**config.mk**
```make
export PLATFORM = sky130hd
export DESIGN_NAME = imv_ctrl
export DESIGN_NICKNAME = d
export VERILOG_FILES = /design/src/imv_top_unused_placeholder_never.sv /design/src/imv_pkg.sv /design/src/imv_ctrl.sv /design/src/imv_prio.sv /design/src/imv_src_bit.sv
export VERILOG_INCLUDE_DIRS = /design/src
export SDC_FILE = /design/constraint.sdc
export NUM_CORES = 1
export LEC_CHECK = 0
export BUFFER_PORTS_ARGS = -buffer_cell sky130_fd_sc_hd__buf_2
export CAP_MARGIN = 0
export CORE_MARGIN = 2
export CORE_UTILIZATION = 32
export CTS_CLUSTER_DIAMETER = 40
export DETAILED_ROUTE_END_ITERATION = 16
export GPL_ROUTABILITY_DRIVEN = 0
export PLACE_DENSITY = 0.55
export SYNTH_ARGS = -nofsm -noshare
export SYNTH_HDL_FRONTEND = slang
export SYNTH_SLANG_ARGS = --single-unit
export TNS_END_PERCENT = 30
```
**constraint.sdc**
```tcl
create_clock -name clock -period 2.4 [get_ports clock]
set_input_delay 0.48 -clock clock [delete_from_list [all_inputs] [get_ports clock]]
set_output_delay 0.48 -clock clock [all_outputs]
set_load 0.02 [all_outputs]
```
**src/imv_params.svh**
```systemverilog
// Constants for the interrupt mask and vector block.
// How it works
// Mask bit 7 lets the GPIO port 1 request become pending.
// Mask bit 6 lets the sleep timer request become pending.
// Mask bit 5 lets external pin b request become pending.
// Mask bit 4 lets the GPIO port 0 request become pending.
// Mask bit 3 lets the SPI receive request become pending.
// Mask bit 2 lets the SPI transmit request become pending.
// Mask bit 1 lets external pin a request become pending.
// Mask bit 0 lets the power-on/low-voltage request become pending.
// Mask bit 0 masks, 1 unmasks; all mask bits read and write.
// Reading the vector register returns the top pending vector.
// Any write to the vector register clears all pending requests.
// A masked source still posts; the mask only blocks pending.
// Only posted and enabled requests feed the priority encoder.
// Soft enable clear: zeros clear, ones ignored; set: ones post.
// Reset leaves masks zero, nothing pending; idle vector reads zero.
// Fixed priority, each source has its own constant vector.
`ifndef IMV_PARAMS_SVH
`define IMV_PARAMS_SVH

`define IMV_NSRC 8
`define IMV_ADDR_MASK0 8'he0
`define IMV_ADDR_VECTOR 8'he2
`define IMV_ADDR_SWCTL 8'he3
`define IMV_ADDR_POSTCLR 8'he4
`define IMV_ADDR_STATUS 8'he5
`define IMV_ADDR_CLEAR 8'he6

`define IMV_BIT_GPIO1 7
`define IMV_BIT_SLEEP 6
`define IMV_BIT_EXTB 5
`define IMV_BIT_GPIO0 4
`define IMV_BIT_SPIRX 3
`define IMV_BIT_SPITX 2
`define IMV_BIT_EXTA 1
`define IMV_BIT_PORLVD 0
`define IMV_BIT_SOFT_EN 7

`define IMV_MASK_RESET 8'h00
`define IMV_SWCTL_RESET 1'b0
`define IMV_POSTED_RESET 1'b0
`define IMV_VECTOR_NONE 8'h00
`define IMV_VEC_BASE 4
`define IMV_VEC_STEP 4

`endif

```
**src/imv_top_unused_placeholder_never.sv**
```systemverilog
// Intentionally empty.
`timescale 1ns/1ps
`default_nettype none
`default_nettype wire

```
**src/imv_pkg.sv**
```systemverilog
// Types shared by the interrupt mask and vector block.
package imv_pkg;

  typedef struct packed {
    logic wr;
    logic rd;
    logic [7:0] addr;
    logic [7:0] wdata;
  } imv_bus_t;

  typedef struct packed {
    logic gpio1;
    logic sleep_timer;
    logic ext_irq_pin_b;
    logic gpio0;
    logic spi_rx;
    logic spi_tx;
    logic ext_irq_pin_a;
    logic power_on_low_voltage_detect;
  } imv_src_t;

endpackage

```
**src/imv_ctrl.sv**
```systemverilog
// Interrupt enable mask, vector read and pending clear.
`timescale 1ns/1ps
`default_nettype none
`include "imv_params.svh"
module imv_ctrl
  import imv_pkg::*;
(
  input wire logic clock,       // System clock, 20 MHz.
  input wire logic rst,         // Asynchronous reset, active high.
  input wire logic ce,          // Clock enable.
  input wire imv_bus_t bus,     // Register strobes, address, data.
  output logic [7:0] rdata,     // Read data, cycle after read.
  input wire imv_src_t src_post, // Hardware post pulses.
  output logic irq,             // Interrupt level.
  output logic [7:0] posted,    // Posted flags.
  output logic [7:0] pending,   // Posted and enabled flags.
  output logic [7:0] vector,    // Vector of top pending source.
  output logic vec_valid        // Some source pending.
);

  localparam int NSRC = `IMV_NSRC;

  logic [7:0] mask_reg;
  logic [7:0] mask_next;
  logic swen_reg;
  logic swen_next;
  logic [7:0] rdata_reg;
  logic [7:0] rdata_next;
  logic irq_reg;
  logic irq_next;

  logic wr_mask;
  logic wr_vec;
  logic wr_swctl;
  logic wr_postclr;
  logic wr_clear;
  logic [7:0] src_vec;
  logic [2:0] win_idx;
  logic [7:0] rd_swctl;
  logic [7:0] rd_val;

  assign src_vec = src_post;

  // Address decode of the write strobe.
  always_comb begin
    wr_mask = bus.wr && (bus.addr == `IMV_ADDR_MASK0);
    wr_vec = bus.wr && (bus.addr == `IMV_ADDR_VECTOR);
    wr_swctl = bus.wr && (bus.addr == `IMV_ADDR_SWCTL);
    wr_postclr = bus.wr && (bus.addr == `IMV_ADDR_POSTCLR);
    wr_clear = bus.wr && (bus.addr == `IMV_ADDR_CLEAR);
  end

  // One flag per source; the mask gates the pending side and the vector-write clear.
  for (genvar i = 0; i < NSRC; i++) begin : g_src
    imv_src_bit u_bit (
      .clock(clock),
      .rst(rst),
      .ce(ce),
      .event_in(src_vec[i]),
      .enable(mask_reg[i]),
      .sw_wr(wr_postclr),
      .sw_mode(swen_reg),
      .sw_data(bus.wdata[i]),
      .clr_one(wr_clear & bus.wdata[i]),
      .clr_pend(wr_vec),
      .posted(posted[i]),
      .pending(pending[i])
    );
  end

  imv_prio #(
    .N(NSRC),
    .W(3)
  ) u_prio (
    .pend(pending),
    .valid(vec_valid),
    .idx(win_idx)
  );

  // Each source owns a distinct vector; idle reads as zero.
  always_comb begin
    if (vec_valid) begin
      vector = 8'(`IMV_VEC_BASE + int'(win_idx) * `IMV_VEC_STEP);
    end else begin
      vector = `IMV_VECTOR_NONE;
    end
  end

  // Mask, soft enable and interrupt next values.
  always_comb begin
    mask_next = mask_reg;
    swen_next = swen_reg;
    if (wr_mask) begin
      mask_next = bus.wdata;
    end
    if (wr_swctl) begin
      swen_next = bus.wdata[`IMV_BIT_SOFT_EN];
    end
    irq_next = |pending;
  end

  // Read mux; write-only and unmapped addresses read zero.
  always_comb begin
    rd_swctl = 8'h00;
    rd_swctl[`IMV_BIT_SOFT_EN] = swen_reg;
    unique case (bus.addr)
      `IMV_ADDR_MASK0: begin
        rd_val = mask_reg;
      end
      `IMV_ADDR_VECTOR: begin
        rd_val = vector;
      end
      `IMV_ADDR_SWCTL: begin
        rd_val = rd_swctl;
      end
      `IMV_ADDR_POSTCLR,
      `IMV_ADDR_STATUS: begin
        rd_val = posted;
      end
      default: begin
        rd_val = 8'h00;
      end
    endcase
    // Data stand only in the cycle after the read strobe.
    rdata_next = bus.rd ? rd_val : 8'h00;
  end

  always_ff @(posedge clock or posedge rst) begin
    if (rst) begin
      mask_reg <= `IMV_MASK_RESET;
      swen_reg <= `IMV_SWCTL_RESET;
      rdata_reg <= 8'h00;
      irq_reg <= 1'b0;
    end else if (ce) begin
      mask_reg <= mask_next;
      swen_reg <= swen_next;
      rdata_reg <= rdata_next;
      irq_reg <= irq_next;
    end
  end

  assign rdata = rdata_reg;
  assign irq = irq_reg;
endmodule
`default_nettype wire

```
**src/imv_prio.sv**
```systemverilog
// Fixed-priority encoder over the pending requests.
`timescale 1ns/1ps
`default_nettype none
module imv_prio #(
  parameter int N = 8, // Number of sources.
  parameter int W = 3  // Index width.
) (
  input wire logic [N-1:0] pend, // Pending requests.
  output logic valid,            // Any request pending.
  output logic [W-1:0] idx       // Winning source.
);

  // Lowest index wins, so the power-on source is served first.
  always_comb begin
    valid = 1'b0;
    idx = '0;
    for (int i = N - 1; i >= 0; i--) begin
      if (pend[i]) begin
        valid = 1'b1;
        idx = W'(i);
      end
    end
  end

endmodule
`default_nettype wire

```
**src/imv_src_bit.sv**
```systemverilog
// One posted-request flag with its enable gate.
`timescale 1ns/1ps
`default_nettype none
`include "imv_params.svh"
module imv_src_bit (
  input wire logic clock,    // System clock.
  input wire logic rst,      // Asynchronous reset, active high.
  input wire logic ce,       // Clock enable.
  input wire logic event_in, // Hardware post request.
  input wire logic enable,   // Mask bit for this source.
  input wire logic sw_wr,    // Write to the post/clear register.
  input wire logic sw_mode,  // Soft interrupt enable.
  input wire logic sw_data,  // Written bit for this source.
  input wire logic clr_one,  // Clear register bit written as one.
  input wire logic clr_pend, // Vector register written.
  output logic posted,       // Posted flag.
  output logic pending       // Posted and enabled.
);

  logic posted_reg;
  logic posted_next;
  logic set_req;
  logic clr_req;

  always_comb begin
    set_req = event_in | (sw_wr & sw_mode & sw_data);
    clr_req = (sw_wr & ~sw_mode & ~sw_data) | clr_one
      | (clr_pend & enable);
    // A post in the cycle of a clear must not be lost.
    if (set_req) begin
      posted_next = 1'b1;
    end else if (clr_req) begin
      posted_next = 1'b0;
    end else begin
      posted_next = posted_reg;
    end
  end

  always_ff @(posedge clock or posedge rst) begin
    if (rst) begin
      posted_reg <= `IMV_POSTED_RESET;
    end else if (ce) begin
      posted_reg <= posted_next;
    end
  end

  assign posted = posted_reg;
  assign pending = posted_reg & enable;
endmodule
`default_nettype wire

```
# [Word level (Yosys, flattened, before mapping)]
# Index checks and enable logic that the tools add are counted.
[word_totals] elab_cells=154 ff_bits=26
[op_classes] n_reduce_logical=25 add_sub_neg=1 n_bitwise=75 n_mux=35 n_eq_ne=6
[ops] cell="$eq A8 B8 Y1 const B" n=6
[ops] cell="$and A1 B1 Y1" n=42
[ops] cell="$pmux W8 S4" n=1
[ops] cell="$mux W1" n=24
[ops] cell="$mux W3" n=8
[ops] cell="$or A1 B1 Y1" n=24
[ops] cell="$reduce_and A2 Y1" n=10
[ops] cell="$reduce_bool A2 Y1" n=8
[ops] cell="$not A1 Y1" n=9
[ops] cell="$mux W8" n=1
[ops] cell="$reduce_or A8 Y1" n=1
[ops] cell="$add A3 B5 Y6 const A" n=1
[ops] cell="$mux W6" n=1
[ops] cell="$logic_and A1 B1 Y1" n=5
[ops] cell="$reduce_or A2 Y1" n=1

# [Longest topological paths before layout]
# Gate-level depths: netlist (run 1).
[depth] ltp_word=13 ltp_mapped=8

# [Cells and area by module]
# Synthesis (run 1) repeated with hierarchy kept, for this count alone.
[hier_totals] cells_unflattened=179 hier_area_um2=1789.2
[by_module_without_submodules] module="imv_ctrl" cells_per_inst=102 area_per_inst_um2=1088.5 instances=1
[by_module_without_submodules] module="imv_src_bit" cells_per_inst=8 area_per_inst_um2=77.6 instances=8
[by_module_without_submodules] module="imv_prio" cells_per_inst=13 area_per_inst_um2=80.1 instances=1

# [Worst setup path after synthesis (run 1)]
# OpenSTA, ideal clock, no wires.
[synth_timing] path_kind="register to output" startpoint="register g_src[7].u_bit.posted_reg" endpoint="output vector[4]" path_buffers=0 stages_incl_launch_ff=6 path_slack_ns=0.273 t_required_ns=1.920 arrival_time_ns=1.647 cell_sequence="dfrtp_1 -> and2_1 -> a211oi_1 -> o22ai_1 -> ha_1 -> o21ai_0"
[synth_between] elab_chain_len=11
[synth_lines] item="start, declared" line="imv_src_bit.sv:20" rtl="logic posted_reg;"
[synth_lines] item="start signal, assigned" line="imv_src_bit.sv:41" rtl="posted_reg <= `IMV_POSTED_RESET;"
[synth_lines] item="start signal, assigned" line="imv_src_bit.sv:43" rtl="posted_reg <= posted_next;"
[synth_lines] item="$and A1 B1 Y1 *" line="imv_src_bit.sv:48" rtl="assign pending = posted_reg & enable;"
[synth_lines] item="named net g_src[7].u_bit.pending" line="imv_src_bit.sv:17" rtl="output logic pending"
[synth_lines] item="$mux W3 (8 in series)" line="imv_prio.sv:18" rtl="if (pend[i]) begin"
[synth_lines] item="$add A3 B5 Y6 (no source line)"
[synth_lines] item="$mux W6 *" line="imv_ctrl.sv:82" rtl="if (vec_valid) begin"
[synth_lines] item="end, declared" line="imv_ctrl.sv:17" rtl="output logic [7:0] vector,"
# The timed path passes the listed nets; every way through them passes the cells marked *.

# [Final worst setup path (run 1)]
[layout_timing] startpoint="register g_src[4].u_bit.posted_reg" endpoint="output vector[3]"
[layout_between] elab_chain_len=8
[layout_lines] item="start, declared" line="imv_src_bit.sv:20"
[layout_lines] item="start signal, assigned" line="imv_src_bit.sv:41"
[layout_lines] item="start signal, assigned" line="imv_src_bit.sv:43"
[layout_lines] item="$and A1 B1 Y1 *" line="imv_src_bit.sv:48"
[layout_lines] item="$mux W3 (5 in series)" line="imv_prio.sv:18"
[layout_lines] item="$add A3 B5 Y6 (no source line)"
[layout_lines] item="$mux W6 *" line="imv_ctrl.sv:82"
# Mark *: on every way between the ends. The rest lies on a longest branch, timed or not.

==> out/qor.txt, run 1 <==
H-Tree Level Count: 1
Async SR Flop Fraction: 100.0%
Sequential-to-total area share from yosys stat: 35.79%
Final hold vios: 0
Grt met1 use: 21.95%
Vias after detailed routing: 1593
FP Rows: 27
Pleak: 1.045 nW
Max frequency: 426.8 MHz
Post-synthesis instance total: 194
Cell-by-cell trace of the critical path: and2_4 -> a211o_1 -> o22ai_2 -> ha_4 -> and2_4 -> buf_6
Most Crowded Layer GR: met2
Clk Latency, worst-skew pair: 0.27 ns
Area leader, netlist: dfrtp_1
Met3 usage: 3.054%
Initial Util: 33.02%
FF-to-FF Start: g_src[4].u_bit.posted$_DFFE_PP0P_
Reg-to-reg setup timing slack: 0.50 ns
Met2 usage: 28.14%
Critical Setup Path Class: reg2out
Clock Tree Buf Depth: 2
DR vias/cell: 5.106
Number of flops mapped to enable cells by yosys: 0
First-pass GRT wire length: 8086 um
Number of global-route vias before repair: 1587
Critical Path Sink Type: output pin
Status: finished clean
Final setup fails: 0
WP data required: 1.92 ns
Die height: 79.38 um
Peak supply drop: 0.2145 mV
Clock Sinks: 26
Layout cell share with drive strength beyond 1: 44.17%
CTS Buf Count: 3
Dpl ws: 0.2248 ns
Mean area per synthesized cell: 9.371 um2
Yosys warning count: 0
Combinational Power Share: 23.6%
Largest stage delay on the critical path: 0.44 ns
Crit path arrival time: 1.86 ns
Reg-to-Reg End: rdata[3]$_DFFE_PP0P_
Synth Flop Type: dfrtp_1
Die X: 79.38 um
HPWL Detailed: 3734 um
Synth top area share: 35.79%
Post-route ant nets: 0
Post-Route WL: 4966 um
TritonCTS clock tree: done
Crit path top cell by count: and2_4
Most instantiated cells after synthesis: dfrtp_1 (26), buf_4 (20), nand2_1 (18)
Wirelength per Cell: 15.92 um
MaxCap Viol Count: 0
Switching Share: 29.14%
Crit path capture: vector[3]
Flop pwr share: 49.2%
Power density over cell area: 418.5 mW/mm2
Placeable core region: 0.005507 mm2
Net load switching power: 0.0002672 W
Yosys reg bits: 26
GR Overflow Total: 0
DR DRC count: 0
Hold Worst Slack: 0.2514 ns
ANT cells: 0
Top cells by area, synth: dfrtp_1 (36%), mux2_2 (11%), buf_4 (8.3%)
Sum Neg Setup Slack: 0 ns
Count leader, synth: dfrtp_1
Cell Area, Synth: 0.001818 mm2
Port-buffer cells: 58
Die area: 0.006300 mm2
Setup crit start: g_src[4].u_bit.posted$_DFFE_PP0P_
Root Driver: clkbuf_8
Yosys cell types: 42
Reg2Reg Depth: 6
Unrepaired setup endpoints after global routing: true
Clock power share: 27.1%
Highest net fanout along the worst path: 4
Critical path's slowest cell: dfrtp_2
Worst min path class: in2async
Final Max Tran Viols: 0
Nets: 272
Internal Power: 0.0006497 W
Period utilisation layout: 97.63%
Area grow syn2layout: 20.51%
Initial antenna violation count: 0
Largest net degree at the start of global routing: 27
Worst Setup Slack, final: 0.05700 ns
Max Clock Skew: 0.002582 ns
Type of origin of the critical path: flip-flop
Total global routing track utilization: 16.56%
Clk slew on worst S/H paths: 0.09 ns
DRT Pass-1 Iters: 4
CTS Hold Bufs: 0
IO Count: 63
DRT iter0 DRCs: 78
Fin crit period: 2.343 ns
Pwr Total: 0.0009169 W
-- through the flow --
| stage | cell area (um2) | cells | util [%] |
|---|---|---|---|
| after floorplan | 1829 | 197 | - |
| after global placement | 2057 | 303 | 37.36 |
| after detailed placement | 2057 | 303 | 37.36 |
| after CTS | 2110 | 306 | 38.31 |
| after global routing | 2191 | 312 | 39.79 |
| final | 2191 | 312 | 39.79 |
-- worst min path at each step --
| stage | cells after the start | end | startpoint | slack [ns] |
|---|---|---|---|---|
| 5_1_grt | 3 | g_src[7].u_bit.posted$_DFFE_PP0P_ | rst | 0.29 |
| 4_1_cts | 3 | rdata[1]$_DFFE_PP0P_ | rst | 0.27 |
| 3_5_place_dp | 1 | rdata[0]$_DFFE_PP0P_ | rdata[0]$_DFFE_PP0P_ | 0.47 |
| 3_3_place_gp | 1 | rdata[6]$_DFFE_PP0P_ | rdata[6]$_DFFE_PP0P_ | 0.46 |
| 2_1_floorplan | 1 | swen_reg$_DFFE_PP0P_ | swen_reg$_DFFE_PP0P_ | 0.51 |
| 6_report | 3 | rdata[1]$_DFFE_PP0P_ | rst | 0.25 |
-- repair_timing --
action                                  CTS  global route
endpoints found under the hold margin     0             0
buffers inserted                          0             6
pin swaps                                 0             4
resized for setup                         2            11
endpoints found under the setup margin    2             2
-- per-layer routing --
metal	vias up	share of wire, %
li1	782	-
met1	764	46
met2	43	49
met3	4	4.4
met4	0	1.1
met5	-	0
-- logic make-up after synthesis --
kind of cell               count (synthesis)  share of synthesized area (%)
buffers and inverters                     37                          12.11
muxes                                     17                          10.53
other                                      1                         0.2063
adders and majority gates                  1                         0.6881
AOI/OAI and AO/OA                         56                          21.82
and+or+nand+nor                           56                          18.86
DFF                                       26                          35.79
-- cell type report --
type / instances / area, um2
Fill cell: 591 / 3316
Multi-Input combinational cell: 134 / 996.0
Sequential cell: 26 / 651.9
Timing Repair Buffer: 69 / 381.6
Tap cell: 72 / 90.09
Clock buffer: 3 / 41.29
Inverter: 8 / 30.03
-- worst max-delay path, delay by kind of cell (launching register included) --
kind                       cells  cell delay (ns)
AOI/OAI and AO/OA              2             0.49
adders and majority gates      1             0.24
buffers and inverters          1             0.12
DFF                            1             0.44
and+or+nand+nor                2             0.31
-- cells in the final DEF, fill, tap and decap left out, types with 7 or more instances in the layout --
master and count:
inv_1 8, nor2_1 7, buf_4 12, buf_2 56, mux2_2 17, a2bb2oi_1 9, o21ai_0 13, nand2_1 18
dfrtp_1 25, a22oi_1 11
-- power by group through the flow --
stage | registers, W | logic, W | clock network (W)
finish | 0.000452 | 0.000217 | 0.000249
global route | 0.000453 | 0.000237 | 0.000287
CTS | 0.000452 | 0.000203 | 0.000264
detailed placement | 0.000460 | 0.000200 | 0
global placement | 0.000460 | 0.000198 | 0
floorplan | 0.000462 | 0.000134 | 0
No activity file was read; power rests on OpenSTA's default activity.
==> run 2, diff against run 1 <==
--- a/config.mk
+++ b/config.mk
@@ -13,7 +13,6 @@
 export CTS_CLUSTER_DIAMETER = 40
 export DETAILED_ROUTE_END_ITERATION = 16
 export GPL_ROUTABILITY_DRIVEN = 0
-export PLACE_DENSITY = 0.55
 export SYNTH_ARGS = -nofsm -noshare
 export SYNTH_HDL_FRONTEND = slang
 export SYNTH_SLANG_ARGS = --single-unit
==> run 2 against run 1 <==
  * Sequential share of layout area barely moved
  * Clock skew rose by 0.0031 ns
  * Design area fell by 0.11%
  * Wire length fell by 1.2%
  * Register-to-register slack improved by 0.07 ns
  * Largest power group unchanged
  * Highest routed layer unchanged
==> out/qor.txt, run 2 (synthesis results as in run 1) <==
Status: finished clean
Cell-by-cell trace of the critical path: a22oi_2 -> o21ai_0 -> a21oi_2 -> ha_4 -> and2_4 -> buf_4
FP Rows: 27
Clock Tree Buf Depth: 2
Critical Setup Path Class: reg2out
Area occupied by multi-input gates: 998.5 um2
Final setup fails: 0
DR vias/cell: 5.071
Wirelength per Cell: 15.73 um
Power density over cell area: 419.1 mW/mm2
H-Tree Level Count: 1
FILL cells: 559
Nets: 272
Placeable core region: 0.005507 mm2
Commonest non-fill, non-tap cell in the layout: buf_2
Reg-to-reg setup timing slack: 0.57 ns
Die X: 79.38 um
Clock Sinks: 26
Highest net fanout along the worst path: 5
DR DRC count: 0
Peak supply drop: 0.2547 mV
Reg2Reg Depth: 6
WP data required: 1.92 ns
Clk Latency, worst-skew pair: 0.27 ns
Max frequency: 431.8 MHz
MaxCap Viol Count: 0
DP Area: 0.002057 mm2
TritonCTS clock tree: done
Number of global-route vias before repair: 1525
DRT Pass-1 Iters: 4
Total global routing track utilization: 15.84%
Reg-to-Reg End: rdata[3]$_DFFE_PP0P_
GR Overflow Total: 0
Layout cell share with drive strength beyond 1: 44.17%
Post-Route WL: 4908 um
Worst min path class: in2async
Type of origin of the critical path: flip-flop
Die area: 0.006300 mm2
FF-to-FF Start: g_src[5].u_bit.posted$_DFFE_PP0P_
IO Count: 63
Die height: 79.38 um
Hold Worst Slack: 0.2397 ns
Initial Util: 33.02%
Root Driver: clkbuf_8
Most frequent cells in the layout: buf_2 (56), dfrtp_1 (26), mux2_2 (17), nand2_1 (17), o21ai_0 (14)
Critical path's slowest cell: dfrtp_1
FF/Latch Area: 650.6 um2
Clk slew on worst S/H paths: 0.09 ns
Max Clock Skew: 0.005653 ns
Port-buffer cells: 58
HPWL Detailed: 3667 um
Largest stage delay on the critical path: 0.45 ns
Area grow syn2layout: 20.37%
First-pass GRT wire length: 7803 um
Period utilisation layout: 96.49%
Design area: 0.002188 mm2
Fin crit period: 2.316 ns
ANT cells: 0
Vias after detailed routing: 1582
Final hold vios: 0
Post-route ant nets: 0
DRT iter0 DRCs: 97
Critical Path Sink Type: output pin
Initial antenna violation count: 0
Crit path arrival time: 1.84 ns
Largest net degree at the start of global routing: 27
CTS Buf Count: 3
Final Max Tran Viols: 0
Pleak: 1.048 nW
[run 2: cell types whose count changed in the layout (fill, tap and decap cells not counted)]
cell,previous run,this run
nand2_1,18,17
buf_6,1,0
o21ai_1,1,0
dfrtp_2,1,0
nand2_2,0,1
dfrtp_1,25,26
o21ai_0,13,14
buf_4,12,13
[run 2: metrics by stage]
step           worst slack (ns)  TNS [ns]  utilization, %  total power (W)  std cells
6_report                0.08415         0           39.74        0.0009172        312
5_1_grt                -0.01938  -0.03347           39.74        0.0009594        312
4_1_cts                0.004535         0           38.22        0.0009056        306
3_5_place_dp             0.2825         0           37.36        0.0006593        303
3_3_place_gp             0.2946         0           37.36        0.0006564        303
2_1_floorplan            0.2726         0               -        0.0005957        197
[run 2: worst max-delay path by stage]
| stage | start | end | slack [ns] | depth (start not counted) |
|---|---|---|---|---|
| after CTS | g_src[7].u_bit.posted$_DFFE_PP0P_ | vector[4] | 0.005 | 6 |
| after global placement | g_src[4].u_bit.posted$_DFFE_PP0P_ | vector[4] | 0.29 | 7 |
| after global routing | g_src[0].u_bit.posted$_DFFE_PP0P_ | vector[4] | -0.02 | 8 |
| final | g_src[5].u_bit.posted$_DFFE_PP0P_ | vector[3] | 0.08 | 6 |
| after detailed placement | g_src[4].u_bit.posted$_DFFE_PP0P_ | vector[3] | 0.28 | 6 |
| after floorplan | g_src[7].u_bit.posted$_DFFE_PP0P_ | vector[4] | 0.27 | 5 |
[run 2: report_power, final]
group	switching [W]	internal, W	total (W)	leakage, nW
clock	0.000135	0.000113	0.000248	0.0216
sequential	0.00000665	0.000445	0.000451	0.319
combinational	0.000124	0.0000938	0.000218	0.708
total	0.000266	0.000651	0.000917	1.05
[run 2: timing repair]
item | in CTS | in global routing
pin swaps | 0 | 6
buffers inserted | 0 | 6
hold buffers | 0 | 0
gates resized for setup | 1 | 10
endpoints found under the setup margin | 2 | 2
[run 2: critical path, delay by kind of cell (launching register included)]
kind                       cells  cell delay (ns)
AOI/OAI and AO/OA              3             0.62
DFF                            1             0.45
adders and majority gates      1             0.22
buffers and inverters          1             0.15
and+or+nand+nor                1             0.13
[run 2: final cells by class]
class | instances | area share (%)
multi-input cells | 134 | 45.63
flip-flops and latches | 26 | 29.73
repair buffers | 69 | 17.27
well taps | 72 | 4.117
clock buffers | 3 | 1.887
inverters | 8 | 1.372
[run 2: per-layer routing]
metal	global-route usage (%)	routed length, um	share of wire, %
met1	21.88	2166	44
met2	25.42	2280	46
met3	4.186	389	7.9
met4	2.414	72	1.5
met5	0	0	0
